**src/core/pc_io_pkg.sv**
```systemverilog
// constants, types and lane decoding for the pc card i/o window
// assumes a 32-byte i/o window addressed by five host address bits
package pc_io_pkg;

  localparam int ADDR_W = 5;
  localparam int DATA_W = 16;
  localparam int CTL_AW = 4;

  localparam logic [4:0] OFS_CARD_CTRL = 5'h10;
  localparam logic [4:0] OFS_ID_LO     = 5'h12;
  localparam logic [4:0] OFS_ID_HI     = 5'h1e;

  localparam int ATTR_PERMIT_BIT   = 7;
  localparam int COMMON_PERMIT_BIT = 6;
  localparam int ID_PERMIT_BIT     = 5;
  localparam logic [7:0] CARD_CTRL_RESET = 8'h00;
  localparam logic [7:0] CARD_CTRL_MASK  = 8'he0;

  localparam logic [3:0] OFS_LINK6 = 4'h6;
  localparam logic [3:0] OFS_BUF14 = 4'he;
  localparam int LINK_HOLD_BIT = 7;
  localparam int STANDBY_BIT   = 5;
  localparam int DEEP_SEL_BIT  = 4;
  localparam logic STANDBY_RESET = 1'b1;

  localparam logic [5:0] PIN_IDLE = 6'h3f;

  typedef enum logic [1:0] {
    LANE_NONE = 2'b00,
    LANE_BYTE = 2'b01,
    LANE_WORD = 2'b10,
    LANE_HIGH = 2'b11
  } lane_mode_t;

  typedef enum logic [1:0] {
    ST_IDLE  = 2'b00,
    ST_ISSUE = 2'b01,
    ST_FETCH = 2'b10,
    ST_HOLD  = 2'b11
  } cyc_state_t;

  function automatic lane_mode_t lane_of(input logic ce1_n, input logic ce2_n);
    unique case ({ce2_n, ce1_n})
      2'b10:   lane_of = LANE_BYTE;
      2'b00:   lane_of = LANE_WORD;
      2'b01:   lane_of = LANE_HIGH;
      default: lane_of = LANE_NONE;
    endcase
  endfunction

endpackage

```
**src/core/cycle_if.sv**
```systemverilog
// decoded host i/o cycle, passed from the decoder to the control core
// assumes all members are on clk and derived from synchronised pins
`timescale 1ns/1ps
interface cycle_if;
  import pc_io_pkg::*;
  logic       reg_rd;
  logic       reg_wr;
  logic       id_rd;
  logic       id_wr;
  logic       card_hit;
  lane_mode_t lane;
  logic       addr0;
  logic [4:0] base;
  logic [1:0] be;
  logic [7:0] wr_even;
  logic [7:0] wr_odd;
  modport dec  (output reg_rd, reg_wr, id_rd, id_wr, card_hit, lane, addr0, base, be,
                wr_even, wr_odd);
  modport core (input reg_rd, reg_wr, id_rd, id_wr, card_hit, lane, addr0, base, be,
                wr_even, wr_odd);
endinterface

```
**src/core/pc_card_io_space_control.sv**
```systemverilog
// pc card i/o window: register forwarding, id rom strobes, card control
// register, card resets and power mode outputs for the lan controller
// assumes the lan controller and configuration logic share clk
`timescale 1ns/1ps
// Operation
// - 8-bit access: ce1 low, ce2 high, a0 picks byte, low lane only.
// - word access both enables low; ce2-only moves even byte on high lane.
// - i/o cycles at 0 to 10h reach registers, rom pins stay idle.
// - id reads at even 12h..1eh drive rom select, read low, address high.
// - id writes need iowr and we; rom select low, others high.
// - 8-bit card control register at 10h, reset to zero.
// - bit 7 permits writes to card attribute information.
// - bit 6 permits writes to common memory.
// - bit 5 permits writes to id number space.
// - bits 0 to 4 read zero and ignore writes.
// - after insertion or any reset the memory-only interface is presented.
// - hardware reset clears configuration, interface mode, lan and transceiver.
// - soft reset bit acts like hardware reset but stays set itself.
// - link hold bit initialises lan keeping registers, powers down transceiver.
// - standby 0 with deep select 0 stops clocks, oscillator runs.
// - standby 0 with deep select 1 stops the oscillator.
// - standby bit is set automatically in pc card mode.
// - standby follows config power-down; software cannot change it.
module pc_card_io_space_control (
  input  wire logic                         clk,
  input  wire logic                         rst_n,
  input  wire logic                         clk_en,
  input  wire logic                         hard_reset,
  input  wire logic                         host_reg_n,
  input  wire logic                         host_ce1_n,
  input  wire logic                         host_ce2_n,
  input  wire logic                         host_iord_n,
  input  wire logic                         host_iowr_n,
  input  wire logic                         host_we_n,
  input  wire logic [pc_io_pkg::ADDR_W-1:0] host_addr,
  input  wire logic [pc_io_pkg::DATA_W-1:0] host_data_in,
  output logic      [pc_io_pkg::DATA_W-1:0] host_data_out,
  output logic                              host_data_oe_n,
  output logic                              rom_select_out,
  output logic                              rom_read_strobe,
  output logic                              rom_address_control,
  input  wire logic                         cfg_io_select,
  input  wire logic                         soft_card_reset,
  input  wire logic                         config_power_down,
  output logic                              io_card_active,
  output logic                              ccr_init,
  output logic                              ccr_init_keep_soft,
  output logic                              ctl_rd_pulse,
  output logic                              ctl_wr_pulse,
  output logic      [pc_io_pkg::CTL_AW-1:0] ctl_addr,
  output logic      [1:0]                   ctl_be,
  output logic      [pc_io_pkg::DATA_W-1:0] ctl_wdata,
  input  wire logic [pc_io_pkg::DATA_W-1:0] ctl_rdata,
  output logic                              attr_info_write_permit,
  output logic                              common_mem_write_permit,
  output logic                              id_space_write_permit,
  output logic                              link_ctrl_hold,
  output logic                              standby_bit,
  output logic                              lan_init,
  output logic                              xcvr_init,
  output logic                              xcvr_power_down,
  output logic                              clock_stop,
  output logic                              osc_stop
);
  import pc_io_pkg::*;

  localparam int PIN_W = 6 + ADDR_W + DATA_W;

  logic [PIN_W-1:0]  pins_raw;
  logic [PIN_W-1:0]  pins_s;
  logic              hard_s;
  logic              s_reg_n;
  logic              s_ce1_n;
  logic              s_ce2_n;
  logic              s_iord_n;
  logic              s_iowr_n;
  logic              s_we_n;
  logic [ADDR_W-1:0] s_addr;
  logic [DATA_W-1:0] s_data;

  cycle_if cyc ();

  cyc_state_t  state_reg;
  cyc_state_t  state_next;
  logic        io_active_reg;
  logic [7:0]  card_ctrl_reg;
  logic        hold_reg;
  logic        deep_reg;
  logic        standby_reg;
  logic        card_reset;
  logic        any_cycle;
  logic        issue_rd;
  logic        issue_wr;
  logic        card_we;
  logic        ctl_hit_wr;
  logic        id_permit;
  logic [7:0]  odd_fixed;
  logic [15:0] rd_word;
  logic [15:0] rd_lanes;
  logic        rom_select_out_next;
  logic        rom_read_strobe_next;
  logic        rom_address_control_next;

  assign pins_raw = {host_reg_n, host_ce1_n, host_ce2_n, host_iord_n, host_iowr_n,
                     host_we_n, host_addr, host_data_in};

  pin_sync #(
    .WIDTH (PIN_W),
    .INIT  ({PIN_IDLE, {(ADDR_W + DATA_W){1'b0}}})
  ) u_pin_sync (
    .clk    (clk),
    .rst_n  (rst_n),
    .clk_en (clk_en),
    .d      (pins_raw),
    .q      (pins_s)
  );

  pin_sync #(
    .WIDTH (1),
    .INIT  (1'b0)
  ) u_reset_sync (
    .clk    (clk),
    .rst_n  (rst_n),
    .clk_en (clk_en),
    .d      (hard_reset),
    .q      (hard_s)
  );

  assign {s_reg_n, s_ce1_n, s_ce2_n, s_iord_n, s_iowr_n, s_we_n, s_addr, s_data} = pins_s;

  pc_io_decode u_decode (
    .addr      (s_addr),
    .data      (s_data),
    .reg_n     (s_reg_n),
    .ce1_n     (s_ce1_n),
    .ce2_n     (s_ce2_n),
    .iord_n    (s_iord_n),
    .iowr_n    (s_iowr_n),
    .we_n      (s_we_n),
    .io_active (io_active_reg),
    .cyc       (cyc.dec)
  );

  // soft reset is a level from the configuration logic; it keeps its own bit
  assign card_reset = hard_s || soft_card_reset;
  assign any_cycle  = cyc.reg_rd || cyc.reg_wr || cyc.id_rd || cyc.id_wr;
  assign issue_rd   = state_reg == ST_IDLE && cyc.reg_rd;
  assign issue_wr   = state_reg == ST_IDLE && cyc.reg_wr;
  assign card_we    = issue_wr && cyc.card_hit && cyc.be[0];
  assign ctl_hit_wr = issue_wr && !cyc.card_hit;
  assign id_permit  = card_ctrl_reg[ID_PERMIT_BIT];

  // the standby field of link register 7 is overwritten on its way out
  always_comb
  begin
    odd_fixed = cyc.wr_odd;
    if (cyc.base[3:0] == OFS_LINK6)
      odd_fixed[STANDBY_BIT] = standby_reg;
  end

  always_comb
  begin
    state_next = state_reg;
    unique case (state_reg)
      ST_IDLE:  if (cyc.reg_rd || cyc.reg_wr) state_next = ST_ISSUE;
                else if (any_cycle)           state_next = ST_HOLD;
      ST_ISSUE: state_next = cyc.reg_rd ? ST_FETCH : ST_HOLD;
      ST_FETCH: state_next = ST_HOLD;
      ST_HOLD:  if (!any_cycle) state_next = ST_IDLE;
    endcase
  end

  assign rd_word  = cyc.card_hit ? {8'h00, card_ctrl_reg} : ctl_rdata;
  assign rd_lanes = cyc.lane == LANE_WORD ? rd_word :
                    cyc.lane == LANE_HIGH ? {rd_word[7:0], 8'h00} :
                    {8'h00, cyc.addr0 ? rd_word[15:8] : rd_word[7:0]};

  // rom pins idle for register cycles; a blocked id write leaves them idle
  assign rom_select_out_next  = !(cyc.id_rd || (cyc.id_wr && id_permit));
  assign rom_read_strobe_next = !cyc.id_rd;
  assign rom_address_control_next = cyc.id_rd || (cyc.id_wr && id_permit);

  always_ff @(posedge clk or negedge rst_n)
  begin
    if (!rst_n)
      state_reg <= ST_IDLE;
    else if (clk_en)
      state_reg <= state_next;
  end

  always_ff @(posedge clk or negedge rst_n)
  begin
    if (!rst_n)
    begin
      io_active_reg <= 1'b0;
      card_ctrl_reg <= CARD_CTRL_RESET;
    end
    else if (clk_en)
    begin
      if (card_reset)
      begin
        io_active_reg <= 1'b0;
        card_ctrl_reg <= CARD_CTRL_RESET;
      end
      else
      begin
        if (cfg_io_select)
          io_active_reg <= 1'b1;
        if (card_we)
          card_ctrl_reg <= cyc.wr_even & CARD_CTRL_MASK;
      end
    end
  end

  // hold and deep select are shadows of writes bound for the lan controller
  always_ff @(posedge clk or negedge rst_n)
  begin
    if (!rst_n)
    begin
      hold_reg <= 1'b0;
      deep_reg <= 1'b0;
    end
    else if (clk_en)
    begin
      if (card_reset)
      begin
        hold_reg <= 1'b0;
        deep_reg <= 1'b0;
      end
      else if (ctl_hit_wr && cyc.be[0])
      begin
        if (cyc.base[3:0] == OFS_LINK6)
          hold_reg <= cyc.wr_even[LINK_HOLD_BIT];
        if (cyc.base[3:0] == OFS_BUF14)
          deep_reg <= cyc.wr_even[DEEP_SEL_BIT];
      end
    end
  end

  always_ff @(posedge clk or negedge rst_n)
  begin
    if (!rst_n)
      standby_reg <= STANDBY_RESET;
    else if (clk_en)
      standby_reg <= !config_power_down;
  end

  always_ff @(posedge clk or negedge rst_n)
  begin
    if (!rst_n)
    begin
      ctl_rd_pulse <= 1'b0;
      ctl_wr_pulse <= 1'b0;
      ctl_addr     <= '0;
      ctl_be       <= '0;
      ctl_wdata    <= '0;
    end
    else if (clk_en)
    begin
      ctl_rd_pulse <= issue_rd && !cyc.card_hit;
      ctl_wr_pulse <= ctl_hit_wr;
      if (issue_rd || issue_wr)
      begin
        ctl_addr  <= cyc.base[3:0];
        ctl_be    <= cyc.be;
        ctl_wdata <= {odd_fixed, cyc.wr_even};
      end
    end
  end

  always_ff @(posedge clk or negedge rst_n)
  begin
    if (!rst_n)
      host_data_out <= '0;
    else if (clk_en && state_reg == ST_FETCH)
      host_data_out <= rd_lanes;
  end

  always_ff @(posedge clk or negedge rst_n)
  begin
    if (!rst_n)
    begin
      rom_select_out      <= 1'b1;
      rom_read_strobe     <= 1'b1;
      rom_address_control <= 1'b0;
    end
    else if (clk_en)
    begin
      rom_select_out      <= rom_select_out_next;
      rom_read_strobe     <= rom_read_strobe_next;
      rom_address_control <= rom_address_control_next;
    end
  end

  // power and reset outputs are registered to keep glitches off the lan core
  always_ff @(posedge clk or negedge rst_n)
  begin
    if (!rst_n)
    begin
      ccr_init           <= 1'b0;
      ccr_init_keep_soft <= 1'b0;
      lan_init           <= 1'b0;
      xcvr_init          <= 1'b0;
      xcvr_power_down    <= 1'b0;
      clock_stop         <= 1'b0;
      osc_stop           <= 1'b0;
    end
    else if (clk_en)
    begin
      ccr_init           <= card_reset;
      ccr_init_keep_soft <= soft_card_reset && !hard_s;
      lan_init           <= card_reset || hold_reg;
      xcvr_init          <= card_reset;
      xcvr_power_down    <= hold_reg;
      clock_stop         <= !standby_reg && !deep_reg;
      osc_stop           <= !standby_reg && deep_reg;
    end
  end

  // drive only once the captured word is on the flops; id reads belong to the rom
  assign host_data_oe_n = !(state_reg == ST_HOLD && cyc.reg_rd);
  assign io_card_active          = io_active_reg;
  assign attr_info_write_permit  = card_ctrl_reg[ATTR_PERMIT_BIT];
  assign common_mem_write_permit = card_ctrl_reg[COMMON_PERMIT_BIT];
  assign id_space_write_permit   = id_permit;
  assign link_ctrl_hold          = hold_reg;
  assign standby_bit             = standby_reg;
endmodule

```
**src/core/pc_io_decode.sv**
```systemverilog
// decodes synchronised pc card i/o pins into one cycle description
// assumes pins are already two-flop synchronised and active low
`timescale 1ns/1ps
module pc_io_decode (
  input  wire logic [pc_io_pkg::ADDR_W-1:0] addr,
  input  wire logic [pc_io_pkg::DATA_W-1:0] data,
  input  wire logic                         reg_n,
  input  wire logic                         ce1_n,
  input  wire logic                         ce2_n,
  input  wire logic                         iord_n,
  input  wire logic                         iowr_n,
  input  wire logic                         we_n,
  input  wire logic                         io_active,
  cycle_if.dec                              cyc
);
  import pc_io_pkg::*;

  lane_mode_t lane;
  logic       sel;
  logic       rd;
  logic       wr;
  logic       is_ctl;
  logic       is_id;
  logic [4:0] base;

  assign lane   = lane_of(ce1_n, ce2_n);
  assign base   = {addr[4:1], 1'b0};
  // memory-only interface keeps the whole window dark
  assign sel    = !reg_n && lane != LANE_NONE && io_active;
  assign rd     = sel && !iord_n && iowr_n;
  assign wr     = sel && !iowr_n && iord_n;
  assign is_ctl = !addr[4];
  assign is_id  = base >= OFS_ID_LO && base <= OFS_ID_HI && !addr[0];

  assign cyc.lane     = lane;
  assign cyc.addr0    = addr[0];
  assign cyc.base     = base;
  assign cyc.card_hit = base == OFS_CARD_CTRL;
  assign cyc.reg_rd   = rd && (is_ctl || cyc.card_hit);
  assign cyc.reg_wr   = wr && (is_ctl || cyc.card_hit);
  assign cyc.id_rd    = rd && is_id;
  assign cyc.id_wr    = wr && !we_n && is_id;

  // byte access uses the low lane, high-only carries the even byte up top
  assign cyc.be = lane == LANE_WORD ? 2'b11 :
                  lane == LANE_HIGH ? 2'b01 :
                  lane == LANE_BYTE ? (addr[0] ? 2'b10 : 2'b01) :
                  2'b00;
  assign cyc.wr_even = lane == LANE_HIGH ? data[15:8] : data[7:0];
  assign cyc.wr_odd  = lane == LANE_WORD ? data[15:8] : data[7:0];
endmodule

```
**src/core/pin_sync.sv**
```systemverilog
// two-flop synchroniser for a bundle of host pins
// assumes the bundle is sampled only while clk_en is high
`timescale 1ns/1ps
module pin_sync #(
  parameter int               WIDTH = 1,
  parameter logic [WIDTH-1:0] INIT  = '0
) (
  input  wire logic             clk,
  input  wire logic             rst_n,
  input  wire logic             clk_en,
  input  wire logic [WIDTH-1:0] d,
  output logic      [WIDTH-1:0] q
);
  logic [WIDTH-1:0] meta_reg;

  if (WIDTH < 1) begin : g_chk
    $error("pin_sync width must be at least one");
  end

  always_ff @(posedge clk or negedge rst_n)
  begin
    if (!rst_n)
    begin
      meta_reg <= INIT;
      q        <= INIT;
    end
    else if (clk_en)
    begin
      meta_reg <= d;
      q        <= meta_reg;
    end
  end
endmodule

```
**config.mk**
```make
export PLATFORM = sky130hd
export DESIGN_NAME = pc_card_io_space_control
export DESIGN_NICKNAME = d
export VERILOG_FILES = /design/src/core/pc_io_pkg.sv /design/src/core/cycle_if.sv /design/src/core/pc_card_io_space_control.sv /design/src/core/pc_io_decode.sv /design/src/core/pin_sync.sv
export SDC_FILE = /design/constraint.sdc
export NUM_CORES = 1
export LEC_CHECK = 0
export BUFFER_PORTS_ARGS = -buffer_cell sky130_fd_sc_hd__clkbuf_2
export CORE_MARGIN = 2
export CORE_UTILIZATION = 58
export DETAILED_ROUTE_END_ITERATION = 8
export GPL_ROUTABILITY_DRIVEN = 0
export GPL_TIMING_DRIVEN = 0
export PLACE_DENSITY = 0.85
export SLEW_MARGIN = 20
export SYNTH_ARGS = -nofsm -noshare
export SYNTH_HDL_FRONTEND = slang
export SYNTH_SLANG_ARGS = --single-unit
```
**constraint.sdc**
```tcl
create_clock -name clk -period 3.6 [get_ports clk]
set_input_delay 0.18 -clock clk [delete_from_list [all_inputs] [get_ports clk]]
set_output_delay 0.18 -clock clk [all_outputs]
set_load 0.05 [all_outputs]
```
## After elaboration in Yosys (flattened, before gate mapping)

Cells that the tools add are included.

- Word-level logic and storage cells: 129
- Bits of input ports: 50
- Register bits after elaboration: 118

- Order comparisons: 2
- Equality and inequality tests: 13
- Mux-type cells: 27
- Reductions and logical operators: 62

Operators with widths:

| cell | number |
|---|---|
| $mux W16 | 3 |
| $mux W8 | 5 |
| $logic_and A1 B1 Y1 | 26 |
| $logic_not A1 Y1 | 14 |
| $mux W2 | 7 |
| $reduce_bool A2 Y1 | 6 |
| $eq A2 B2 Y1 const B | 5 |
| $mux W1 | 10 |
| $reduce_and A3 Y1 | 3 |
| $logic_or A1 B1 Y1 | 8 |
| $pmux W2 S4 | 1 |
| $eq A2 B1 Y1 const B | 3 |
| $pmux W2 S3 | 1 |
| $reduce_and A2 Y1 | 3 |
| $ge A5 B5 Y1 const B | 1 |
| $le A5 B5 Y1 const B | 1 |
| $eq A4 B4 Y1 const B | 1 |
| $logic_not A2 Y1 | 2 |
| $eq A3 B2 Y1 const B | 1 |
| $eq A3 B3 Y1 const B | 1 |
| $ne A3 B2 Y1 const B | 1 |
| $ne A2 B2 Y1 const B | 1 |

## Longest topological paths before layout

Gate-level depths: netlist of the first run.

- Depth in word-level cells: 14
- Mapped depth: 7
- Depth with buffers taken out: 6

## Cells and area by module

From an unflattened synthesis of the first run, not the netlist that was laid out.

- Cell total of the unflattened synthesis: 394
- Area, all modules: 5,442.7 um2

By module, submodules not included:

| module | instances | cells each | area an instance (um2) | sequential area each (um2) |
|---|---|---|---|---|
| pc_card_io_space_control | 1 | 227 | 2,676.3 | 1,455.1 |
| pin_sync at u_pin_sync | 1 | 114 | 2,273.4 | 1,366.3 |
| pc_io_decode | 1 | 49 | 420.4 | 0.0 |
| pin_sync at u_reset_sync | 1 | 4 | 72.6 | 50.0 |

## Worst setup path before layout of the first run

Ideal clock, no wire load.

- Kind: reg-to-reg
- Start: register io_active_reg, in the netlist io_card_active
- End: register state_reg[1]
- Required time: 3.472 ns
- Cell stages (with the launch flop): 6
- Arrival time: 1.822 ns
- Clock period less this slack: 1.949 ns
- Slack: 1.651 ns
- Cell sequence: dfrtp_1 nor2b_1 o211a_1 o21ai_0 a211oi_2 mux2_1

- Longest elaborated chain between the ends: 9
- Elaborated cells on any way between the ends: 18
- Those cells by class: eq/ne: 2; mux: 2; reduce/logical: 14

Ends and longest elaborated chain:

| element | RTL line | RTL |
|---|---|---|
| from (decl) | pc_card_io_space_control.sv:85 | `logic io_active_reg;` |
| from (signal assigned) | pc_card_io_space_control.sv:195 | `io_active_reg <= 1'b0;` |
| from (signal assigned) | pc_card_io_space_control.sv:202 | `io_active_reg <= 1'b0;` |
| from (signal assigned) | pc_card_io_space_control.sv:208 | `io_active_reg <= 1'b1;` |
| $logic_and A1 B1 Y1 * | pc_io_decode.sv:29 | `assign sel = !reg_n && lane != LANE_NONE && io_active;` |
| $logic_and A1 B1 Y1, on equally long branches (2 in series) | pc_io_decode.sv:30, pc_io_decode.sv:31 |  |
| $logic_and A1 B1 Y1, on equally long branches | pc_io_decode.sv:39, pc_io_decode.sv:40 |  |
| $logic_or A1 B1 Y1 | pc_card_io_space_control.sv:146, pc_card_io_space_control.sv:165 |  |
| $logic_or A1 B1 Y1 (2 in series) | pc_card_io_space_control.sv:146 | `assign any_cycle = cyc.reg_rd \|\| cyc.reg_wr \|\| cyc.id_rd \|\| cyc.id_wr;` |
| $ne A3 B2 Y1 (no line) / $ne A2 B2 Y1 (equally long branches) | n/a |  |
| $reduce_and A3 Y1 (no line) | n/a |  |
| to (signal assigned) | pc_card_io_space_control.sv:188 | `state_reg <= state_next;` |
| to (decl) | pc_card_io_space_control.sv:83 | `cyc_state_t state_reg;` |

Every way passes the cells marked *; elsewhere a longest branch is shown, timed or not.
A chain may end at the register's enable or synchronous reset.

## Worst setup path after layout of the first run

- Start: register u_pin_sync.q[22]
- End: output host_data_oe_n

- Longest elaborated chain between the ends: 4

Ends and longest elaborated chain:

| element | RTL line | RTL |
|---|---|---|
| from (decl) | pin_sync.sv:12 | `output logic [WIDTH-1:0] q` |
| from (signal assigned) | pin_sync.sv:30 | `q <= meta_reg;` |
| $logic_and A1 B1 Y1 | pc_io_decode.sv:30 | `assign rd = sel && !iord_n && iowr_n;` |
| $logic_and A1 B1 Y1 | pc_io_decode.sv:39 | `assign cyc.reg_rd = rd && (is_ctl \|\| cyc.card_hit);` |
| $logic_and A1 B1 Y1 | pc_card_io_space_control.sv:321 | `assign host_data_oe_n = !(state_reg == ST_HOLD && cyc.reg_rd);` |
| $logic_not A1 Y1 | pc_card_io_space_control.sv:321 |  |
| to (decl) | pc_card_io_space_control.sv:38 | `output logic host_data_oe_n,` |

Every way passes these cells.

==> impl_metrics.ini, run 1 <==
[synth]
async_flop_share = 1.00
syn_nets = 452
synth-simple-area-share = 0.0754
synthMuxAreaShare = 0.207
synth_seq_cells = 113
synth_compound_gate_area_share = 0.103
synth_top_family_by_area = multiplexers
ys_types = 42
ys.warnings.count = 0
syn_area_um2 = 4940
synth_area_per_cell_um2 = 12.4
ys.flop_type = dfrtp_1
synth-edff-count = 0
synth-adder-area-share = 0.0127
synth_xor_area_frac = 0
synth.yosys.seq_area_share = 0.576
synthesis.instances = 397

[timing]
post-route-min-period_ns = 2.07
drv_slew = 0
fmax_mhz = 483
max_slew.worst_pin.slew_ns = 0.770
hold_violations = 1
grt_setup_unrepaired = no
clock_skew_ns = 0.00648
tns_ns = 0
fin_hold_ws_ns = -0.00222
final.period_utilization = 0.575
relSlewSlack = 0.487
setup_slack_ns = 1.53
setup_viol = 0

[cells_and_area]
nets = 614
drive_gt1_frac = 0.414
postLayoutCoreUtil = 0.797
num_antenna_cells = 0
final_cells = 677
syn_to_final_growth_pct = 33.1

[detailed_routing]
remaining_drc_errors = 0
first_pass_iters = 5
finalWirelength_um = 12100
avgViaCountPerCell = 5.65
antenna_left = 0
drt_iter0_markers = 286
avgRoutedWirePerCell_um = 17.9
vias = 3825

[global_routing]
grt_pass1_vias = 3907
grt_util_all_layers = 0.283
antenna_found_initial = 0
grt_pass1_wl_um = 19500
grt_max_degree = 67
overflow = 0

[clock_tree]
clock_latency_ns = 0.51
cts_made_buffers = 17
root_buffer = clkbuf_8
post_cts_resized = 0
cts_setup_buffers = 0
h-tree-depth = 4
cts.clk_slew.worst_paths_ns = 0.06
cts_tree = yes
cts_sinks = 113
clock_path_buffers = 2

[floorplanning]
start_util = 0.598
row_count = 33
core_um2 = 8260
die_area_um2 = 9280
dieWidth_um = 96.3
num_io_pins = 107
fp.dieH_um = 96.3

[pwr]
peakVddDrop_mv = 0.429
p_seq_frac = 0.361
comb_power_share = 0.305
power_density_nw_per_um2 = 729
p_sw_frac = 0.372
power.net_switching_mw = 1.79
leakagePower_nw = 3.12
clockPowerShare = 0.334
power.internal_mw = 3.01

[setup_path]
cp_max_fo = 5
critPathCaptureType = output port
startpoint_type = register
critical_path_class = reg -> out
cp.required_ns = 3.42
cp.arrival_ns = 1.89

[min_path]
hold_class = in -> reg

[placement]
post-dp-hpwl_um = 7860
numPortBuffers = 105
dp_cells = 608
place_ws_ns = 1.67

[run]
maxCapViolCount = 0

[run_status]
status = finished with violations
violations = hold timing
-- kinds of logic after synthesis --
kind of cell / Yosys count
other cells: 1
flops: 113
buf+inv: 27
mux: 94
compound gates: 77
simple gates: 80
fa+ha+maj: 5
-- cell type report --
type / count / area [µm²]
flip-flops and latches: 113 / 2850
well taps: 105 / 131
multi-input cells: 257 / 1970
inverters: 5 / 18.8
repair buffers: 143 / 932
clock inverters: 10 / 109
fillers: 484 / 1680
clock buffers: 22 / 463
plain buffers: 22 / 104
-- repair_timing --
action / CTS / global route
setup endpoints to repair: 0 / 0
endpoints found under the hold margin: 83 / 0
hold buffers: 37 / 0
-- critical path: stages, from the launching register on --
cell	delay [ns]
dfstp_2	0.56
nor2b_1	0.18
nand3_1	0.19
nor2_1	0.14
nand2_1	0.08
clkbuf_2	0.23
-- cells in the final DEF (no fill, tap or decap), types with 3 or more instances in the layout --
cell	netlist	final
a22o_1	5	5
nand4_1	3	3
o2bb2ai_1	6	6
o31ai_1	3	3
a21oi_1	8	8
clkbuf_1	8	10
clkbuf_2	0	104
nor2b_1	6	6
dfstp_2	15	15
ha_1	5	5
dfrtp_1	98	98
mux2i_1	27	27
dlygate4sd3_1	0	37
a22oi_1	5	5
inv_1	5	5
a2bb2oi_1	4	4
nand2_1	45	45
mux2_2	66	66
nor2_1	11	11
nand3_1	3	3
clkinv_2	0	5
buf_2	11	11
o21ai_0	36	36
clkbuf_16	0	16
clkbuf_8	0	5
-- metrics by stage --
stage	area (µm²)	total power [mW]
2_1_floorplan	4940	2.76
5_1_grt	6580	5.01
3_3_place_gp	5600	3.10
6_report	6580	4.80
4_1_cts	6580	4.80
3_5_place_dp	5640	3.16
-- final timing paths --
check                                       from                      end  slack, ns  cells past startpoint
worst min register to register      ctl_wdata[4]             ctl_wdata[4]       0.48                      2
min in group asynchronous                  rst_n  u_pin_sync.meta_reg[17]       0.17                      2
worst min-delay path               ctl_rdata[15]         host_data_out[7]     -0.002                      3
max in group asynchronous                  rst_n  u_pin_sync.meta_reg[24]       2.74                      3
worst max-delay path            u_pin_sync.q[22]           host_data_oe_n       1.53                      5
worst max register to register  u_pin_sync.q[25]           link_ctrl_hold       1.63                      5
-- cell usage after synthesis, types with 2 or more instances --
master      n  area share
nor2_1     11      0.0084
a21o_1      2      0.0030
buf_4       2      0.0030
a22o_1      5      0.0089
a2bb2oi_1   4      0.0071
nor2b_1     6      0.0076
dfrtp_1    98        0.50
a21oi_1     8      0.0081
mux2i_1    27       0.055
buf_2      11       0.011
nand2_1    45       0.034
a22oi_1     5      0.0076
clkbuf_1    8      0.0061
o211a_1     2      0.0041
inv_1       5      0.0038
o2bb2ai_1   6       0.011
ha_1        5       0.013
o21ai_0    36       0.036
a31oi_1     2      0.0025
nor3_1      2      0.0020
mux2_2     66        0.15
nand4_1     3      0.0038
nand3_1     3      0.0030
o31ai_1     3      0.0046
dfstp_2    15       0.080
-- routing by layer --
metal	routed length, µm	vias up	GRT usage
li1	-	1743	-
met1	5080	1941	0.363
met2	6190	119	0.466
met3	586	22	0.0681
met4	229	0	0.109
met5	0	-	0
-- power by group through the flow --
stage	sequential [mW]	combinational (mW)	clock, mW
floorplan	2.29	0.473	0
global route	1.76	1.57	1.68
finish	1.73	1.46	1.60
CTS	1.73	1.47	1.61
global placement	1.73	1.37	0
detailed placement	1.74	1.42	0
(Power assumes the default switching activity.)
==> run 2, diff against run 1 <==
--- a/config.mk
+++ b/config.mk
@@ -7,11 +7,11 @@
 export LEC_CHECK = 0
 export BUFFER_PORTS_ARGS = -buffer_cell sky130_fd_sc_hd__clkbuf_2
 export CORE_MARGIN = 2
-export CORE_UTILIZATION = 58
+export CORE_UTILIZATION = 54
 export DETAILED_ROUTE_END_ITERATION = 8
 export GPL_ROUTABILITY_DRIVEN = 0
 export GPL_TIMING_DRIVEN = 0
-export PLACE_DENSITY = 0.85
+export PLACE_DENSITY = 0.8
 export SLEW_MARGIN = 20
 export SYNTH_ARGS = -nofsm -noshare
 export SYNTH_HDL_FRONTEND = slang
==> constraint.sdc (replaced) <==
create_clock -name clk -period 2 [get_ports clk]
set_input_delay 0.1 -clock clk [delete_from_list [all_inputs] [get_ports clk]]
set_output_delay 0.1 -clock clk [all_outputs]
set_load 0.05 [all_outputs]
==> run 2 against run 1 <==
Compared with the run above: the flow now finishes without violations; sequential share of layout area decreased by 0.65 points; combinational power grew 81%; setup slack got worse by 1.5 ns; die area rose by 7.1%; critical path type is now reg -> reg; critical endpoint is now state_reg[1]; largest cell class unchanged.
==> impl_metrics.ini, run 2 (same netlist as run 1, synthesis figures left out) <==
[pwr]
p_sw_frac = 0.395
power.internal_mw = 5.13
power_density_nw_per_um2 = 1270
leakagePower_nw = 3.14
clockPowerShare = 0.319
p_seq_frac = 0.369
power.net_switching_mw = 3.35
peakVddDrop_mv = 0.745
comb_power_share = 0.312

[setup_path]
slowest_stage = dfstp_2
critPathMaxStageDelay_ns = 0.56
critPathCaptureType = register
cp.arrival_ns = 2.37
cp.required_ns = 2.40
startpoint_type = register
worstPathCellList = nor2b_2 -> o211a_1 -> o21ai_0 -> a211oi_2 -> mux2_1
critical_path_buf_inv_count = 0
cp_max_fo = 4
path_delay_family = compound AO/OA/AOI/OAI gates
critical_path_class = reg -> reg

[clock_tree]
root_buffer = clkbuf_8
clock_path_buffers = 2
cts_tree = yes
cts_made_buffers = 17
cts_sinks = 113
cts.clk_slew.worst_paths_ns = 0.06
h-tree-depth = 4
cts_setup_buffers = 0
clock_latency_ns = 0.52

[global_routing]
grt_max_degree = 93
grt_util_all_layers = 0.246
grt_pass1_wl_um = 18900
antenna_found_initial = 0
grt_pass1_vias = 3834
overflow = 0

[min_path]
hold_class = in -> reg

[timing]
drv_slew = 0
tns_ns = 0
post-route-min-period_ns = 1.98
hold_violations = 0
setup_viol = 0
max_slew.worst_pin.slew_ns = 0.717
final.period_utilization = 0.988
relSlewSlack = 0.522
clock_skew_ns = 0.00501
fin_hold_ws_ns = 0.0517
fmax_mhz = 506

[detailed_routing]
finalWirelength_um = 11700
avgViaCountPerCell = 5.54
first_pass_iters = 5
vias = 3824
antenna_left = 0
remaining_drc_errors = 0
drt_iter0_markers = 176
avgRoutedWirePerCell_um = 16.9

[run]
maxCapViolCount = 0

[placement]
post-dp-hpwl_um = 7920
dpl_cell_area_um2 = 5640
numPortBuffers = 105
dp_cells = 611

[cells_and_area]
multi_input_area_um2 = 2000
drive_gt1_frac = 0.424
fillers = 559
nets = 624
final_cell_mix = 104 x clkbuf_2, 98 x dfrtp_1, 66 x mux2_2
regArea_um2 = 2850
syn_to_final_growth_pct = 35.1
stdcell_area_um2 = 6680
final_common_cell = clkbuf_2
num_antenna_cells = 0
final_cells = 690

[run_status]
status = complete, no violations

[floorplanning]
num_io_pins = 107
die_area_um2 = 9930
start_util = 0.561
fp.dieH_um = 99.7
core_um2 = 8810
row_count = 34
dieWidth_um = 99.7
## run 2: changes by cell type in the layout (fill, tap and decap cells not counted), sizes merged
cell         change
clkinvlp         +3
dlygate4sd3     +10
inv              +9
clkbuf           -5
clkinv           -5
bufinv           -2
## run 2: stage by stage
step | setup WS (ns) | power (mW) | util
2_1_floorplan | 0.0508 | 4.97 | -
3_3_place_gp | -0.655 | 5.59 | 0.636
3_5_place_dp | 0.0765 | 5.70 | 0.640
4_1_cts | 0.0210 | 8.49 | 0.755
5_1_grt | -0.0314 | 8.84 | 0.758
6_report | 0.0249 | 8.47 | 0.758
## run 2: final cells by class
type,count,area share
Timing Repair Buffer,153,0.155
Inverter,5,0.00281
Tap cell,108,0.0202
Buffer,22,0.0161
Multi-Input combinational cell,257,0.299
Clock buffer,17,0.0620
Clock inverter,15,0.0182
Sequential cell,113,0.426
## run 2: what timing repair did
item	CTS	global route
resized for setup	1	11
hold endpoints to repair	151	0
setup endpoints to repair	1	29
hold buffers	47	0
## run 2: path summary, 6_finish.rpt
kind                              startpoint                 endpoint  slack, ns  depth (start not counted)
max                         u_pin_sync.q[22]             state_reg[1]       0.02                          5
min                                   clk_en           link_ctrl_hold       0.05                          3
max reg2reg                 u_pin_sync.q[22]             state_reg[1]       0.02                          5
min reg2reg                host_data_out[11]        host_data_out[11]       0.48                          2
max in group asynchronous              rst_n  u_pin_sync.meta_reg[18]       0.70                          4
min in group asynchronous              rst_n  u_pin_sync.meta_reg[20]       0.54                          3
## run 2: per-layer routing
| metal | global-route usage | vias to the layer above | share of wire |
|---|---|---|---|
| met3 | 0.0639 | 23 | 0.052 |
| li1 | - | 1777 | - |
| met5 | 0 | - | 0 |
| met1 | 0.318 | 1886 | 0.43 |
| met4 | 0.0927 | 0 | 0.020 |
| met2 | 0.403 | 138 | 0.50 |
## run 2: power groups by stage
stage,sequential [mW],clock (mW),combinational (mW)
finish,3.13,2.70,2.64
global route,3.18,2.84,2.82
floorplan,4.12,0,0.852
CTS,3.11,2.73,2.64
detailed placement,3.15,0,2.55
global placement,3.11,0,2.48
## run 2: worst register-to-register path: stages (launching register included)
cell	delay (ns)
dfstp_2	0.56
nor2b_2	0.18
o211a_1	0.25
o21ai_0	0.16
a211oi_2	0.35
mux2_1	0.35
==> run 3, diff against run 2 <==
--- a/config.mk
+++ b/config.mk
@@ -11,6 +11,7 @@
 export DETAILED_ROUTE_END_ITERATION = 8
 export GPL_ROUTABILITY_DRIVEN = 0
 export GPL_TIMING_DRIVEN = 0
+export MAX_ROUTING_LAYER = met4
 export PLACE_DENSITY = 0.8
 export SLEW_MARGIN = 20
 export SYNTH_ARGS = -nofsm -noshare
==> run 3 against run 2 <==
Compared with the run above: clock-buffer cell count is the same; critical endpoint unchanged; total power shrank 0.19%; non-clock buffer count is the same; critical path depth is the same; sequential cell count is the same; worst hold slack gained 0.0070 ns; global-route usage grew 0.79 points; register-to-register slack is essentially flat; via count shrank 0.16%; routed wire length shrank 0.67%; setup slack is essentially flat.
==> impl_metrics.ini, run 3 (same netlist as run 1, synthesis figures left out) <==
[min_path]
min_path_cells = 3
hold_class = in -> reg
holdPathEnd = link_ctrl_hold
hold_start = clk_en

[cells_and_area]
final_common_cell = clkbuf_2
final_cell_mix = 104 x clkbuf_2, 98 x dfrtp_1, 66 x mux2_2
multi_input_area_um2 = 2000
nets = 624
stdcell_area_um2 = 6680
syn_to_final_growth_pct = 35.1
num_antenna_cells = 0
drive_gt1_frac = 0.424
fillers = 559
regArea_um2 = 2850

[setup_path]
reg2reg_to = state_reg[1]
critical_path_class = reg -> reg
rr_worst_depth = 5
reg2reg_slack_ns = 0.03
cp.required_ns = 2.39
cp_max_fo = 4
critPathLaunch = u_pin_sync.q[22]
critPathCaptureType = register
cp.arrival_ns = 2.37
startpoint_type = register
reg2reg_from = u_pin_sync.q[22]

[global_routing]
grt_util_all_layers = 0.254
grt_pass1_vias = 3845
grt_max_degree = 93
grt_pass1_wl_um = 18900
antenna_found_initial = 0
overflow = 0

[timing]
final.period_utilization = 0.987
max_slew.worst_pin.slew_ns = 0.727
post-route-min-period_ns = 1.97
setup_viol = 0
drv_slew = 0
fmax_mhz = 506
clock_skew_ns = 0.00667
hold_violations = 0
setup_slack_ns = 0.0253
relSlewSlack = 0.515

[clock_tree]
root_buffer = clkbuf_8
clock_path_buffers = 2
h-tree-depth = 4
cts_made_buffers = 17
cts_tree = yes
cts_sinks = 113
clock_latency_ns = 0.52
cts_setup_buffers = 0
cts.clk_slew.worst_paths_ns = 0.06

[pwr]
p_sw_frac = 0.394
power.net_switching_mw = 3.33
power_mw = 8.46
power.internal_mw = 5.13
peakVddDrop_mv = 0.742
leakagePower_nw = 3.14
comb_power_share = 0.313
power_density_nw_per_um2 = 1270
p_seq_frac = 0.370
clockPowerShare = 0.318

[placement]
place_ws_ns = 0.0765
dpl_cell_area_um2 = 5640
post-dp-hpwl_um = 7920
numPortBuffers = 105

[detailed_routing]
vias = 3818
finalWirelength_um = 11600
antenna_left = 0
remaining_drc_errors = 0
avgViaCountPerCell = 5.53
first_pass_iters = 4
avgRoutedWirePerCell_um = 16.8
drt_iter0_markers = 180

[run]
maxCapViolCount = 0

[floorplanning]
dieWidth_um = 99.7
fp.dieH_um = 99.7
die_area_um2 = 9930
num_io_pins = 107
core_um2 = 8810
row_count = 34
start_util = 0.561

[run_status]
status = complete, no violations
[run 3: cell counts in the layout (fill, tap and decap cells not counted)]
Identical to the previous run, type by type.
[run 3: layer usage]
metal	part of all wire	global-route usage
met5	0	-
met4	0.020	0.0864
met3	0.055	0.0675
met2	0.50	0.403
met1	0.43	0.320
[run 3: cell type report]
| cell class | count | share of cell area |
|---|---|---|
| Sequential cell | 113 | 0.426 |
| Inverter | 5 | 0.00281 |
| Timing Repair Buffer | 153 | 0.155 |
| Buffer | 22 | 0.0161 |
| Clock buffer | 17 | 0.0620 |
| Multi-Input combinational cell | 257 | 0.299 |
| Tap cell | 108 | 0.0202 |
| Clock inverter | 15 | 0.0182 |
[run 3: repair_timing]
action | in CTS | in global routing
gates resized for setup | 1 | 11
hold endpoints to repair | 151 | 0
pin swaps | 0 | 0
hold buffers | 47 | 0
setup endpoints to repair | 1 | 29
[run 3: power groups by stage]
| stage | logic, mW | registers [mW] | clock network [mW] |
|---|---|---|---|
| global placement | 2.48 | 3.11 | 0 |
| finish | 2.64 | 3.13 | 2.69 |
| CTS | 2.64 | 3.11 | 2.73 |
| detailed placement | 2.55 | 3.15 | 0 |
| global route | 2.82 | 3.18 | 2.84 |
| floorplan | 0.852 | 4.12 | 0 |
[run 3: critical path: stages, from the launching register on]
cell      delay, ns
dfstp_2        0.56
nor2b_2        0.18
o211a_1        0.26
o21ai_0        0.16
a211oi_2       0.34
mux2_1         0.35
[run 3: worst max-delay path by stage]
stage	slack, ns	endpoint	cells after the start
finish	0.03	state_reg[1]	5
global route	-0.03	state_reg[1]	5
CTS	0.02	host_data_oe_n	5
detailed placement	0.08	state_reg[1]	5
global placement	-0.65	host_data_out[10]	1
floorplan	0.05	state_reg[1]	5
[run 3: metrics by stage]
step                       util  std cells  setup TNS [ns]  hold slack, ns
after CTS                 0.755        690               0          0.0118
after detailed placement  0.640        611               0         -0.0173
after floorplan               -        397               0          -0.196
final                     0.758        690               0          0.0587
after global placement    0.636        610          -63.72           0.267
after global routing      0.758        690         -0.0318          0.0753
